<file path="src/tbct_pkg.sv">
// Package: register map, field layout and codes of the ten-bit compare timer
package tbct_pkg;
   // Register byte addresses
   localparam logic [7:0] OFS_CTRL0   = 8'h00;
   localparam logic [7:0] OFS_CTRL1   = 8'h04;
   localparam logic [7:0] OFS_CNT_LO  = 8'h08;
   localparam logic [7:0] OFS_CNT_HI  = 8'h0C;
   localparam logic [7:0] OFS_CMPA_LO = 8'h10;
   localparam logic [7:0] OFS_CMPA_HI = 8'h14;
   // Control 0 fields
   localparam int CTRL0_PAUSE  = 7;
   localparam int CTRL0_CKS_HI = 6;
   localparam int CTRL0_CKS_LO = 4;
   localparam int CTRL0_ON     = 3;
   localparam int CTRL0_PRD_HI = 2;
   localparam int CTRL0_PRD_LO = 0;
   // Control 1 fields
   localparam int CTRL1_MODE_HI = 7;
   localparam int CTRL1_MODE_LO = 6;
   localparam int CTRL1_IO_HI   = 5;
   localparam int CTRL1_IO_LO   = 4;
   localparam int CTRL1_OC      = 3;
   localparam int CTRL1_POL     = 2;
   localparam int CTRL1_DPX     = 1;
   localparam int CTRL1_CCLR    = 0;
   // Reset values
   localparam logic [7:0] CTRL0_RST = 8'h00;
   localparam logic [7:0] CTRL1_RST = 8'h00;
   localparam logic [9:0] CMPA_RST  = 10'h000;
   // Clock select codes
   localparam logic [2:0] CKS_SYS_DIV4  = 3'h0;
   localparam logic [2:0] CKS_SYS       = 3'h1;
   localparam logic [2:0] CKS_HIGH_DIV16 = 3'h2;
   localparam logic [2:0] CKS_HIGH_DIV64 = 3'h3;
   localparam logic [2:0] CKS_SUB_A     = 3'h4;
   localparam logic [2:0] CKS_SUB_B     = 3'h5;
   localparam logic [2:0] CKS_PIN_RISE  = 3'h6;
   localparam logic [2:0] CKS_PIN_FALL  = 3'h7;
   // Operating modes
   localparam logic [1:0] MODE_COMPARE = 2'h0;
   localparam logic [1:0] MODE_PWM     = 2'h2;
   localparam logic [1:0] MODE_TIMER   = 2'h3;
   // Output actions
   localparam logic [1:0] IO_NONE   = 2'h0;
   localparam logic [1:0] IO_LOW    = 2'h1;
   localparam logic [1:0] IO_HIGH   = 2'h2;
   localparam logic [1:0] IO_TOGGLE = 2'h3;
   localparam logic [1:0] IO_PWM_OFF = 2'h0;
   localparam logic [1:0] IO_PWM_ON  = 2'h1;
   localparam logic [1:0] IO_PWM_RUN = 2'h2;
   // Prescaler ratios
   localparam int DIV_4  = 4;
   localparam int DIV_16 = 16;
   localparam int DIV_64 = 64;
   // AXI responses
   localparam logic [1:0] RESP_OKAY   = 2'h0;
   localparam logic [1:0] RESP_SLVERR = 2'h2;
endpackage

</file>
<file path="src/tbct_edge_sync.sv">
// Two-stage synchroniser with edge detection for an asynchronous pin
`timescale 1ns/100ps
module tbct_edge_sync (
   input  wire logic clk,
   input  wire logic nrst,
   input  wire logic pin,
   output logic      rise,
   output logic      fall
);
   typedef struct packed {
      logic meta;
      logic sync;
      logic last;
   } tbct_sync_t;

   tbct_sync_t s_reg;
   tbct_sync_t s_next;

   always_comb begin
      s_next      = s_reg;
      s_next.meta = pin;
      s_next.sync = s_reg.meta;
      s_next.last = s_reg.sync;
   end

   always_ff @(posedge clk or negedge nrst) begin
      if (!nrst) begin
         s_reg <= '0;
      end else begin
         s_reg <= s_next;
      end
   end

   // Only the second stage and its delayed copy feed the edge logic
   assign rise = s_reg.sync & ~s_reg.last;
   assign fall = ~s_reg.sync & s_reg.last;
endmodule

</file>
<file path="src/tbct_prescale.sv">
// Free-running prescaler giving one-cycle ticks at /4, /16 and /64
`timescale 1ns/100ps
module tbct_prescale (
   input  wire logic clk,
   input  wire logic nrst,
   output logic      tick4,
   output logic      tick16,
   output logic      tick64
);
   typedef struct packed {
      logic [5:0] cnt;
      logic       t4;
      logic       t16;
      logic       t64;
   } tbct_pre_t;

   tbct_pre_t s_reg;
   tbct_pre_t s_next;

   always_comb begin
      s_next     = s_reg;
      s_next.cnt = s_reg.cnt + 6'h01;
      s_next.t4  = (s_reg.cnt[1:0] == 2'(tbct_pkg::DIV_4 - 1));
      s_next.t16 = (s_reg.cnt[3:0] == 4'(tbct_pkg::DIV_16 - 1));
      s_next.t64 = (s_reg.cnt == 6'(tbct_pkg::DIV_64 - 1));
   end

   always_ff @(posedge clk or negedge nrst) begin
      if (!nrst) begin
         s_reg <= '0;
      end else begin
         s_reg <= s_next;
      end
   end

   assign tick4  = s_reg.t4;
   assign tick16 = s_reg.t16;
   assign tick64 = s_reg.t64;
endmodule

</file>
<file path="src/tbct_timer.sv">
// Ten-bit compare timer with AXI4-Lite register access
//
// Implementation choices: the address map and register access over AXI4-Lite.
`timescale 1ns/100ps
module tbct_timer #(
   parameter int ADDR_W = 8
) (
   input  wire logic              CLK_SYS,
   input  wire logic              NRST,
   input  wire logic [ADDR_W-1:0] AWADDR,
   input  wire logic              AWVALID,
   output logic                   AWREADY,
   input  wire logic [31:0]       WDATA,
   input  wire logic [3:0]        WSTRB,
   input  wire logic              WVALID,
   output logic                   WREADY,
   output logic [1:0]             BRESP,
   output logic                   BVALID,
   input  wire logic              BREADY,
   input  wire logic [ADDR_W-1:0] ARADDR,
   input  wire logic              ARVALID,
   output logic                   ARREADY,
   output logic [31:0]            RDATA,
   output logic [1:0]             RRESP,
   output logic                   RVALID,
   input  wire logic              RREADY,
   input  wire logic              EXT_COUNT_CLOCK_PIN,
   input  wire logic              SUB_CLOCK_PIN,
   output logic                   TIMER_OUTPUT_PIN,
   output logic                   TIMER_OUTPUT_INVERTED_PIN,
   output logic                   COMPARE_A_MATCH,
   output logic                   COMPARE_P_MATCH
);
   // Fewer bits lose the top registers; more would be cut by the byte decode
   if (ADDR_W < 5 || ADDR_W > 8) begin : g_bad_addr_w
      $error("ADDR_W must be 5 to 8");
   end

   typedef struct packed {
      logic       aw_have;
      logic [7:0] aw_addr;
      logic       w_have;
      logic [7:0] w_data;
      logic       w_strb0;
      logic       awready;
      logic       wready;
      logic       bvalid;
      logic [1:0] bresp;
      logic       arready;
      logic       rvalid;
      logic [1:0] rresp;
      logic [7:0] rdata;
      logic [7:0] ctrl0;
      logic [7:0] ctrl1;
      logic [9:0] compare_a_value;
      logic [7:0] byte_buffer;
      logic [9:0] count;
      logic       on_last;
      logic       out_lvl;
      logic       match_a;
      logic       match_p;
      logic       pin;
      logic       pin_b;
   } tbct_state_t;

   tbct_state_t s_reg;
   tbct_state_t s_next;

   logic tick4;
   logic tick16;
   logic tick64;
   logic ext_rise;
   logic ext_fall;
   logic sub_rise;

   tbct_prescale u_pre (
      .clk    (CLK_SYS),
      .nrst   (NRST),
      .tick4  (tick4),
      .tick16 (tick16),
      .tick64 (tick64)
   );

   tbct_edge_sync u_ext (
      .clk  (CLK_SYS),
      .nrst (NRST),
      .pin  (EXT_COUNT_CLOCK_PIN),
      .rise (ext_rise),
      .fall (ext_fall)
   );

   tbct_edge_sync u_sub (
      .clk  (CLK_SYS),
      .nrst (NRST),
      .pin  (SUB_CLOCK_PIN),
      .rise (sub_rise),
      .fall ()
   );

   // Register index decode, shared by read and write paths
   function automatic logic is_reg(input logic [7:0] a, input logic [7:0] ofs);
      is_reg = (a[7:2] == ofs[7:2]);
   endfunction

   function automatic logic is_mapped(input logic [7:0] a);
      is_mapped = is_reg(a, tbct_pkg::OFS_CTRL0) | is_reg(a, tbct_pkg::OFS_CTRL1)
                | is_reg(a, tbct_pkg::OFS_CNT_LO) | is_reg(a, tbct_pkg::OFS_CNT_HI)
                | is_reg(a, tbct_pkg::OFS_CMPA_LO) | is_reg(a, tbct_pkg::OFS_CMPA_HI);
   endfunction

   logic [2:0] cks;
   logic [1:0] mode;
   logic [1:0] io_sel;
   logic [2:0] period_sel;
   logic       oc;
   logic       pol;
   logic       dpx;
   logic       cclr;
   logic       on_now;
   logic       pause;

   assign cks        = s_reg.ctrl0[tbct_pkg::CTRL0_CKS_HI:tbct_pkg::CTRL0_CKS_LO];
   assign on_now     = s_reg.ctrl0[tbct_pkg::CTRL0_ON];
   assign pause      = s_reg.ctrl0[tbct_pkg::CTRL0_PAUSE];
   assign period_sel = s_reg.ctrl0[tbct_pkg::CTRL0_PRD_HI:tbct_pkg::CTRL0_PRD_LO];
   assign mode       = s_reg.ctrl1[tbct_pkg::CTRL1_MODE_HI:tbct_pkg::CTRL1_MODE_LO];
   assign io_sel     = s_reg.ctrl1[tbct_pkg::CTRL1_IO_HI:tbct_pkg::CTRL1_IO_LO];
   assign oc         = s_reg.ctrl1[tbct_pkg::CTRL1_OC];
   assign pol        = s_reg.ctrl1[tbct_pkg::CTRL1_POL];
   assign dpx        = s_reg.ctrl1[tbct_pkg::CTRL1_DPX];
   assign cclr       = s_reg.ctrl1[tbct_pkg::CTRL1_CCLR];

   // Counting clock selection
   logic cnt_tick;

   always_comb begin
      case (cks)
         tbct_pkg::CKS_SYS_DIV4:   cnt_tick = tick4;
         tbct_pkg::CKS_SYS:        cnt_tick = 1'b1;
         tbct_pkg::CKS_HIGH_DIV16: cnt_tick = tick16;
         tbct_pkg::CKS_HIGH_DIV64: cnt_tick = tick64;
         tbct_pkg::CKS_SUB_A:      cnt_tick = sub_rise;
         tbct_pkg::CKS_SUB_B:      cnt_tick = sub_rise;
         tbct_pkg::CKS_PIN_RISE:   cnt_tick = ext_rise;
         tbct_pkg::CKS_PIN_FALL:   cnt_tick = ext_fall;
         default:                  cnt_tick = 1'b0;
      endcase
   end

   // Match detection on the value the counter is about to reach
   logic [9:0] cnt_inc;
   logic       hit_a;
   logic       hit_p;
   logic       clr_on_a;
   logic       pwm_active;

   assign cnt_inc = s_reg.count + 10'h001;
   assign hit_a   = (cnt_inc == s_reg.compare_a_value);
   // Code zero waits for the wrap, giving the full 1024-clock period
   assign hit_p   = (cnt_inc[9:7] == period_sel) && (cnt_inc[6:0] == 7'h00);
   // PWM fixes the clear source by the duty/period split
   assign clr_on_a = (mode == tbct_pkg::MODE_PWM) ? dpx : cclr;
   // Active part runs from the counter start to the duty match
   assign pwm_active = dpx ? (s_reg.count[9:7] < period_sel)
                           : (s_reg.count < s_reg.compare_a_value);

   logic       wr_go;
   logic       rd_go;
   logic [7:0] ar8;
   logic       cnt_run;

   assign wr_go = s_reg.aw_have && s_reg.w_have && !s_reg.bvalid;
   assign rd_go = ARVALID && s_reg.arready;
   assign ar8   = 8'(ARADDR);
   // Pause freezes count and matches; the output level holds meanwhile
   assign cnt_run = on_now && !pause && cnt_tick;

   always_comb begin
      s_next = s_reg;
      s_next.match_a = 1'b0;
      s_next.match_p = 1'b0;

      // Write channel capture, address and data in either order
      if (AWVALID && s_reg.awready) begin
         s_next.aw_have = 1'b1;
         s_next.aw_addr = 8'(AWADDR);
      end
      if (WVALID && s_reg.wready) begin
         s_next.w_have  = 1'b1;
         s_next.w_data  = WDATA[7:0];
         s_next.w_strb0 = WSTRB[0];
      end
      if (s_reg.bvalid && BREADY) begin
         s_next.bvalid = 1'b0;
      end

      if (wr_go) begin
         s_next.aw_have = 1'b0;
         s_next.w_have  = 1'b0;
         s_next.bvalid  = 1'b1;
         s_next.bresp   = is_mapped(s_reg.aw_addr) ? tbct_pkg::RESP_OKAY
                                                   : tbct_pkg::RESP_SLVERR;
         // Counter registers ignore writes; there is no load path
         if (s_reg.w_strb0) begin
            if (is_reg(s_reg.aw_addr, tbct_pkg::OFS_CTRL0)) begin
               s_next.ctrl0 = s_reg.w_data;
            end
            if (is_reg(s_reg.aw_addr, tbct_pkg::OFS_CTRL1)) begin
               s_next.ctrl1 = s_reg.w_data;
            end
            if (is_reg(s_reg.aw_addr, tbct_pkg::OFS_CMPA_LO)) begin
               s_next.byte_buffer = s_reg.w_data;
            end
            if (is_reg(s_reg.aw_addr, tbct_pkg::OFS_CMPA_HI)) begin
               s_next.compare_a_value = {s_reg.w_data[1:0], s_reg.byte_buffer};
            end
         end
      end

      // Read channel; a read capture lands after any same-cycle write
      if (s_reg.rvalid && RREADY) begin
         s_next.rvalid = 1'b0;
      end
      if (rd_go) begin
         s_next.rvalid = 1'b1;
         s_next.rresp  = is_mapped(ar8) ? tbct_pkg::RESP_OKAY : tbct_pkg::RESP_SLVERR;
         s_next.rdata  = 8'h00;
         if (is_reg(ar8, tbct_pkg::OFS_CTRL0)) begin
            s_next.rdata = s_reg.ctrl0;
         end
         if (is_reg(ar8, tbct_pkg::OFS_CTRL1)) begin
            s_next.rdata = s_reg.ctrl1;
         end
         if (is_reg(ar8, tbct_pkg::OFS_CNT_LO) || is_reg(ar8, tbct_pkg::OFS_CMPA_LO)) begin
            s_next.rdata = s_reg.byte_buffer;
         end
         if (is_reg(ar8, tbct_pkg::OFS_CNT_HI)) begin
            s_next.rdata       = {6'h00, s_reg.count[9:8]};
            s_next.byte_buffer = s_reg.count[7:0];
         end
         if (is_reg(ar8, tbct_pkg::OFS_CMPA_HI)) begin
            s_next.rdata       = {6'h00, s_reg.compare_a_value[9:8]};
            s_next.byte_buffer = s_reg.compare_a_value[7:0];
         end
      end

      s_next.awready = !s_next.aw_have && !s_next.bvalid;
      s_next.wready  = !s_next.w_have && !s_next.bvalid;
      s_next.arready = !s_next.rvalid;

      // Counter core
      s_next.on_last = on_now;
      if (on_now && !s_reg.on_last) begin
         s_next.count   = 10'h000;
         s_next.out_lvl = oc;
      end else if (cnt_run) begin
         s_next.match_a = hit_a;
         s_next.match_p = hit_p;
         if ((clr_on_a && hit_a) || (!clr_on_a && hit_p)) begin
            s_next.count = 10'h000;
         end else begin
            s_next.count = cnt_inc;
         end
         if (mode == tbct_pkg::MODE_COMPARE && hit_a) begin
            case (io_sel)
               tbct_pkg::IO_LOW:    s_next.out_lvl = 1'b0;
               tbct_pkg::IO_HIGH:   s_next.out_lvl = 1'b1;
               tbct_pkg::IO_TOGGLE: s_next.out_lvl = !s_reg.out_lvl;
               default:             s_next.out_lvl = s_reg.out_lvl;
            endcase
         end
      end

      if (mode == tbct_pkg::MODE_PWM && on_now) begin
         case (io_sel)
            tbct_pkg::IO_PWM_OFF: s_next.out_lvl = !oc;
            tbct_pkg::IO_PWM_ON:  s_next.out_lvl = oc;
            tbct_pkg::IO_PWM_RUN: s_next.out_lvl = pwm_active ? oc : !oc;
            default:              s_next.out_lvl = s_reg.out_lvl;
         endcase
      end

      // Polarity applies in compare and PWM modes only
      case (mode)
         tbct_pkg::MODE_COMPARE: s_next.pin = s_reg.out_lvl ^ pol;
         tbct_pkg::MODE_PWM:     s_next.pin = s_reg.out_lvl ^ pol;
         tbct_pkg::MODE_TIMER:   s_next.pin = s_reg.out_lvl;
         default:                s_next.pin = s_reg.out_lvl;
      endcase
      s_next.pin_b = !s_next.pin;
   end

   always_ff @(posedge CLK_SYS or negedge NRST) begin
      if (!NRST) begin
         s_reg                 <= '0;
         s_reg.ctrl0           <= tbct_pkg::CTRL0_RST;
         s_reg.ctrl1           <= tbct_pkg::CTRL1_RST;
         s_reg.compare_a_value <= tbct_pkg::CMPA_RST;
         s_reg.pin_b           <= 1'b1;
      end else begin
         s_reg <= s_next;
      end
   end

   assign AWREADY                   = s_reg.awready;
   assign WREADY                    = s_reg.wready;
   assign BVALID                    = s_reg.bvalid;
   assign BRESP                     = s_reg.bresp;
   assign ARREADY                   = s_reg.arready;
   assign RVALID                    = s_reg.rvalid;
   assign RRESP                     = s_reg.rresp;
   assign RDATA                     = {24'h000000, s_reg.rdata};
   assign TIMER_OUTPUT_PIN          = s_reg.pin;
   assign TIMER_OUTPUT_INVERTED_PIN = s_reg.pin_b;
   assign COMPARE_A_MATCH           = s_reg.match_a;
   assign COMPARE_P_MATCH           = s_reg.match_p;
endmodule

</file>
<file path="config.mk">
export PLATFORM = sky130hd
export DESIGN_NAME = tbct_timer
export DESIGN_NICKNAME = d
export VERILOG_FILES = /design/src/tbct_pkg.sv /design/src/tbct_edge_sync.sv /design/src/tbct_prescale.sv /design/src/tbct_timer.sv
export SDC_FILE = /design/constraint.sdc
export NUM_CORES = 1
export LEC_CHECK = 0
export ABC_AREA = 1
export BUFFER_PORTS_ARGS = -buffer_cell sky130_fd_sc_hd__buf_2
export CAP_MARGIN = 10
export CELL_PAD_IN_SITES_DETAIL_PLACEMENT = 0
export CELL_PAD_IN_SITES_GLOBAL_PLACEMENT = 1
export CORE_MARGIN = 2
export CORE_UTILIZATION = 40
export DETAILED_ROUTE_END_ITERATION = 16
export PLACE_DENSITY_LB_ADDON = 0.25
export SYNTH_ARGS = -nofsm -noshare
export SYNTH_HDL_FRONTEND = slang
export SYNTH_SLANG_ARGS = --single-unit
</file>
<file path="constraint.sdc">
create_clock -name CLK_SYS -period 2.7 [get_ports CLK_SYS]
set_clock_uncertainty 0.1 [all_clocks]
set_input_delay 0.135 -clock CLK_SYS [delete_from_list [all_inputs] [get_ports CLK_SYS]]
set_output_delay 0.135 -clock CLK_SYS [all_outputs]
set_load 0.02 [all_outputs]
</file>
==> metrics.md, run 1 <==
| Metric | Value |
|---|---|
| Worst slew pin tran | around 0.73 ns |
| CTS sink count | between 90 and 100 |
| HP Class | input pin to register |
| TritonRoute pass-1 iters | 4 |
| Status | finished clean |
| Critical path required time | 2.84 ns |
| Setup crit end kind | register |
| H-Tree Depth | 3 |
| Die area | 14500 um^2 |
| Final setup viols | 0 |
| Final nets | roughly 840 |
| Clock slew seen by the registers of the worst setup and hold paths | ~0.070 ns |
| Fin crit period | about 2.3 ns |
| Post-CTS sizing | 0 |
| CP delay by family, top | simple AND/OR/NAND/NOR gates |
| Post-synth top cells | nand2_1 (182), inv_1 (109), dfrtp_1 (96), o21ai_0 (71), nor2_1 (50) |
| Yosys warns | 0 |
| Synth area leader | dfrtp_1 |
| CTS tree | yes |
| Synthesized area | approximately 5400 um^2 |
| Worst path cell trace | ha_1, nand3_2, nor2_4, nand2_2, nand2_2, nand2_2, nand2_1, nand2_1, nor2_2, and2_4, nand3b_4, nand3_1, nand2_1 |
| # IOs | ~110 |
| Main flop type after synthesis | dfrtp_1 |
| Root buffer cell | clkbuf_16 |
| Yosys top cell area share | 0.445 |
| Static Leak | 0.00321 uW |
| Share of post-route cells with drive strength above 1 | 0.121 |
| GP Congestion | ~0.84 |
| Pwr dens | about 670 nW/um^2 |
| Tot GR Track Use | 0.194 |
| Layout area overhead | 14.7% |
| Syn Inst Count | 701 |
| Most Used Layer, Global Route | met2 |
| DR vias | around 4400 |
| Slew headroom | 0.508 |
| Syn Area/Cell | 7.71 um^2 |
| Remaining global-route overflow | 0 |
| Skew-Pair Late Insertion Delay | approximately 0.35 ns |
| Clk buf depth | 2 |
| GR Util met1 | 0.263 |
| VDD IR max | roughly 570 uV |
| Worst R2R Path Depth | 13 |
| Critical path data arrival time | 2.44 ns |
| Max_cap viols | 0 |
| Max frequency | 435 MHz |
| Setup Total Neg Slack | 0 ns |
| Crit Path Max Fanout | 10 |
| CTS Buf Count | 9 |
| Chip Width | around 120 um |
| Cell row count | 42 |
| Dpl ws | 0.330 ns |
| DR WL/cell | 13.7 um |
| Flops & latches, synth | 97 |
| Hold Vio Cnt, Final | 0 |
| CP max stage cell | dfrtp_1 |
| Critical Path Max Stage Delay | approximately 0.54 ns |
| Worst setup margin | 0.399 ns |
| Number of flip-flops in the largest register | 47 |
| Vias in the first global route | approximately 4400 |
| GR Util met2 | 0.315 |
| Wirelength, routed | around 13000 um |
| DRT antenna net count | 0 |
| RSZ-0062 raised after global routing | false |
| Area contributors post-synth | dfrtp_1 (44%), nand2_1 (13%), inv_1 (7.6%) |
| Grt met3 use | 0.0443 |
| Detailed-route DRC error count | 0 |
| Post-DP HPWL | roughly 9700 um |
| Initial antenna violation count | 0 |
| First-pass GRT wire length | ~22000 um |
| Iter 0 DRT Violations | ~300 |
| CP Launch Type | register |
| CP Buf/Inv Count | 0 |
| Final worst-path cycle share | 0.852 |
| Post-DR vias/cell | 4.68 |
| Synth cell types | 36 |
| Die span in y | between 100 and 150 um |
| Stages on worst setup path | 13 |
| Total core area | 13200 um^2 |
| Top-count cell post-synth | nand2_1 |
| Largest net degree at the start of global routing | 45 |
| Sequential area share after synthesis | 0.450 |
| Post-layout util | 0.468 |
| Critical path class | register to register |
| Worst Hold Path Cells | 4 |
| # port buffers | 48 |
| Starting density of the core | 0.408 |
| EDFF count, synth | 0 |
| Ys async rst share | 1.00 |
| Final Max Slew Viols | 0 |
| N_diodes | 0 |
| Final Power | between 4000 and 5000 uW |
[routing by layer]
metal	wire length [um]	up-vias
met4	217	0
met1	6160	2042
met5	0	-
met3	523	15
met2	6050	87
li1	-	2279
[kinds of logic (layout without fill, tap and decap cells)]
family          after synthesis  in the layout  synth area share
other cells                   1             26          0.000694
flops                        97             97             0.450
simple gates                307            307             0.247
fa+ha+maj                    19             19            0.0440
compound gates              112            112             0.111
xor+xnor                      6              6           0.00973
mux                           1              1           0.00208
buf+inv                     158            201             0.136
[power by group]
group	leakage [uW]	switching (uW)	internal [uW]	total, uW
sequential	0.00124	163	1700	1870
combinational	0.00183	662	336	998
clock	0.000143	608	670	1280
total	0.00321	1430	2710	4140
[final cells by class]
type | instances | area, um^2
flip-flops and latches | 97 | 2430
well taps | 176 | 220
repair buffers | 74 | 503
fillers | 1347 | 7040
inverters | 111 | 417
clock inverters | 6 | 56.3
clock buffers | 10 | 239
multi-input cells | 471 | 2330
[stage by stage]
step | area (um^2) | hold slack (ns) | cells
finish | 6200 | 0.197 | 945
global route | 6200 | 0.254 | 945
CTS | 6200 | 0.181 | 945
detailed placement | 5690 | 0.0809 | 908
global placement | 5690 | 0.0792 | 908
floorplan | 5500 | -0.261 | 726
[worst min-delay path, stage by stage]
cell and delay [ns]:
buf_2 0.08, nand2_1 0.06, clkinv_1 0.22, o21ai_0 0.11
[final timing paths]
check	slack, ns	endpoint	startpoint
min in group asynchronous	0.22	s_reg[30]	NRST
max in group asynchronous	1.54	TIMER_OUTPUT_INVERTED_PIN	NRST
worst min-delay path	0.20	s_reg[72]	WVALID
worst min register to register	0.25	u_ext.s_next[0]	u_ext.s_next[1]
worst max-delay path	0.40	s_reg[15]	s_reg[7]
worst max register to register	0.40	s_reg[15]	s_reg[7]
[what timing repair did]
item                                   in CTS  in global routing
buffers inserted                            0                  0
hold buffers                               21                  0
endpoints found under the hold margin      63                  0
[cells in the final DEF (no fill, tap or decap), types with 9 or more instances in the layout]
| master | n |
|---|---|
| nor2_1 | 50 |
| nand3_1 | 41 |
| ha_1 | 19 |
| a21oi_1 | 22 |
| o211ai_1 | 10 |
| nand2_2 | 11 |
| buf_2 | 47 |
| dlygate4sd3_1 | 21 |
| o21ai_0 | 71 |
| nand2_1 | 182 |
| clkbuf_16 | 9 |
| conb_1 | 26 |
| inv_1 | 109 |
| dfrtp_1 | 96 |
Note: power is estimated with default switching activity, not from simulation.
==> run 2, diff against run 1 <==
--- a/config.mk
+++ b/config.mk
@@ -6,14 +6,15 @@
 export NUM_CORES = 1
 export LEC_CHECK = 0
 export ABC_AREA = 1
-export BUFFER_PORTS_ARGS = -buffer_cell sky130_fd_sc_hd__buf_2
 export CAP_MARGIN = 10
 export CELL_PAD_IN_SITES_DETAIL_PLACEMENT = 0
 export CELL_PAD_IN_SITES_GLOBAL_PLACEMENT = 1
 export CORE_MARGIN = 2
-export CORE_UTILIZATION = 40
+export CORE_UTILIZATION = 46
 export DETAILED_ROUTE_END_ITERATION = 16
+export DONT_BUFFER_PORTS = 1
 export PLACE_DENSITY_LB_ADDON = 0.25
 export SYNTH_ARGS = -nofsm -noshare
 export SYNTH_HDL_FRONTEND = slang
+export SYNTH_HIERARCHICAL = 1
 export SYNTH_SLANG_ARGS = --single-unit
==> run 2 against run 1 <==
- cell count decreased by 9.8%
- final area down 4.7%
- core utilization increased by 5.2 points
- hold slack worse by 0.14 ns
- first-iteration DRC count shrank 19%
- combinational power grew 33%
- via count is 0.47% lower
- synthesized cell count down 2.6%
- area after synthesis shrank 1.4%
- power up 17%
==> metrics.md, run 2 <==
| Metric | Value |
|---|---|
| Clk buf depth | 2 |
| Static Leak | slightly below 0.003 uW |
| CP most frequent cell | nand2_1 |
| Share of post-route cells with drive strength above 1 | 0.0578 |
| CTS sink count | 97 |
| Final Max Slew Viols | 0 |
| Critical path data arrival time | between 2 and 3 ns |
| Post-DP HPWL | approximately 10000 um |
| Starting density of the core | 0.469 |
| Critical path class | register to register |
| DRT antenna net count | 0 |
| CTS tree | yes |
| Skew-Pair Late Insertion Delay | 0.36 ns |
| Worst path cell trace | ha_1, nand2_2, nor2_2, nand2_1, nand2_1, nand2_2, nand2_1, nand3_1, nor2_2, nand3_1, or2_1, nand3_1, nand2_1 |
| Cell row count | 39 |
| Root buffer cell | clkbuf_16 |
| Post-CTS sizing | 0 |
| Grt met3 use | 0.0386 |
| Wirelength, routed | 13300 um |
| Worst R2R Path Depth | 13 |
| Worst slew pin tran | between 0.5 and 0.6 ns |
| Leading cell type in the layout, fill and taps excluded | nand2_1 |
| Synthesized area | about 5300 um^2 |
| Most frequent cells in the layout | nand2_1 (177), dfrtp_1 (96), inv_1 (88) |
| First-pass GRT wire length | 22300 um |
| Initial antenna violation count | 0 |
| # IOs | between 100 and 150 |
| Number of flip-flops in the largest register | 47 |
| DR vias | ~4400 |
| Largest net degree at the start of global routing | 98 |
| Die span in y | between 100 and 150 um |
| CTS Buf Count | 9 |
| Slew headroom | 0.646 |
| Dpl ws | between 0.2 and 0.3 ns |
| CP max stage cell | dfrtp_1 |
| Most Used Layer, Global Route | met2 |
| Critical Path Max Stage Delay | 0.59 ns |
| Vias in the first global route | around 4400 |
| RSZ-0062 raised after global routing | false |
| Final setup viols | 0 |
| Syn Inst Count | ~680 |
| Critical path required time | around 2.8 ns |
| H-Tree Depth | 3 |
| Iter 0 DRT Violations | 243 |
| HP Class | input pin to register |
| Fin crit period | ~2.5 ns |
| CP Launch Type | register |
| Worst setup margin | approximately 0.24 ns |
| Worst Hold Path Cells | 4 |
| Multi-input combinational cell area | roughly 2300 um^2 |
| Crit Path Max Fanout | 10 |
| Die area | around 12000 um^2 |
| GP Congestion | 0.894 |
| Chip Width | approximately 110 um |
| Setup crit end kind | register |
| Status | finished clean |
| TritonRoute pass-1 iters | 4 |
| Yosys warns | 6 |
| Clock slew seen by the registers of the worst setup and hold paths | approximately 0.070 ns |
| DR WL/cell | around 16 um |
| Tot GR Track Use | 0.228 |
| Total core area | approximately 11000 um^2 |
| Post-DR vias/cell | about 5.2 |
| Register area | between 2000 and 2500 um^2 |
| Max frequency | about 410 MHz |
| # Post-CTS Setup Buffers | 0 |
| GR Util met1 | 0.297 |
| Remaining global-route overflow | 0 |
| VDD IR max | between 500 and 600 uV |
| Final worst-path cycle share | 0.912 |
| Max_cap viols | 0 |
| Final nets | about 780 |
| # port buffers | 0 |
| Syn Area/Cell | between 7 and 8 um^2 |
| Hold Vio Cnt, Final | 0 |
| N_diodes | 0 |
| Pwr dens | about 820 nW/um^2 |
| Layout filler cell count | 1126 |
| Setup Total Neg Slack | 0 ns |
| GR Util met2 | 0.375 |
| Layout area overhead | 10.9% |
| Detailed-route DRC error count | 0 |
-- run 2: stage by stage --
step	util	cells	power, uW	hold slack [ns]	instance area (um^2)
final	0.520	852	4860	0.0536	5910
after global routing	0.520	852	5200	0.0779	5910
after CTS	0.520	852	4890	0.0390	5910
after detailed placement	0.468	810	3460	-0.257	5330
after global placement	0.468	810	3400	-0.257	5330
after floorplan	-	708	3080	-0.261	5420
-- run 2: timing repair --
action                                  4_1_cts  5_1_grt
hold endpoints to repair                    120        0
endpoints found under the setup margin        0        0
hold buffers                                 26        0
-- run 2: final timing paths --
path	startpoint	to	slack, ns
worst max-delay path	s_reg[6]	s_reg[11]	0.24
worst min-delay path	ARADDR[3]	RRESP[1]	0.05
worst max register to register	s_reg[6]	s_reg[11]	0.24
worst min register to register	u_sub/s_next[1]	u_sub/s_next[0]	0.27
max in group asynchronous	NRST	TIMER_OUTPUT_INVERTED_PIN	1.80
min in group asynchronous	NRST	s_reg[31]	0.33
-- run 2: layout make-up --
type                       instances  share of cell area
sequential                        97               0.411
multi-input combinational        473               0.395
inverter                          91              0.0578
timing repair buffer              32              0.0546
clock buffer                      10              0.0404
tap                              143              0.0303
clock inverter                     6              0.0112
-- run 2: critical path, delay by kind of cell (launching register included) --
kind	cells	cell delay (ns)
simple gates	12	1.40
fa+ha+maj	1	0.26
flops	1	0.59
-- run 2: layer usage --
metal  up-vias  wire length (um)
met5         -                 0
met4         0               329
met3        24               651
met2       120              6320
met1      2080              5960
li1       2178                 -
-- run 2: where the power goes --
part	switching (uW)	internal (uW)
sequential	380	1820
combinational	873	459
clock	577	747
total	1830	3030
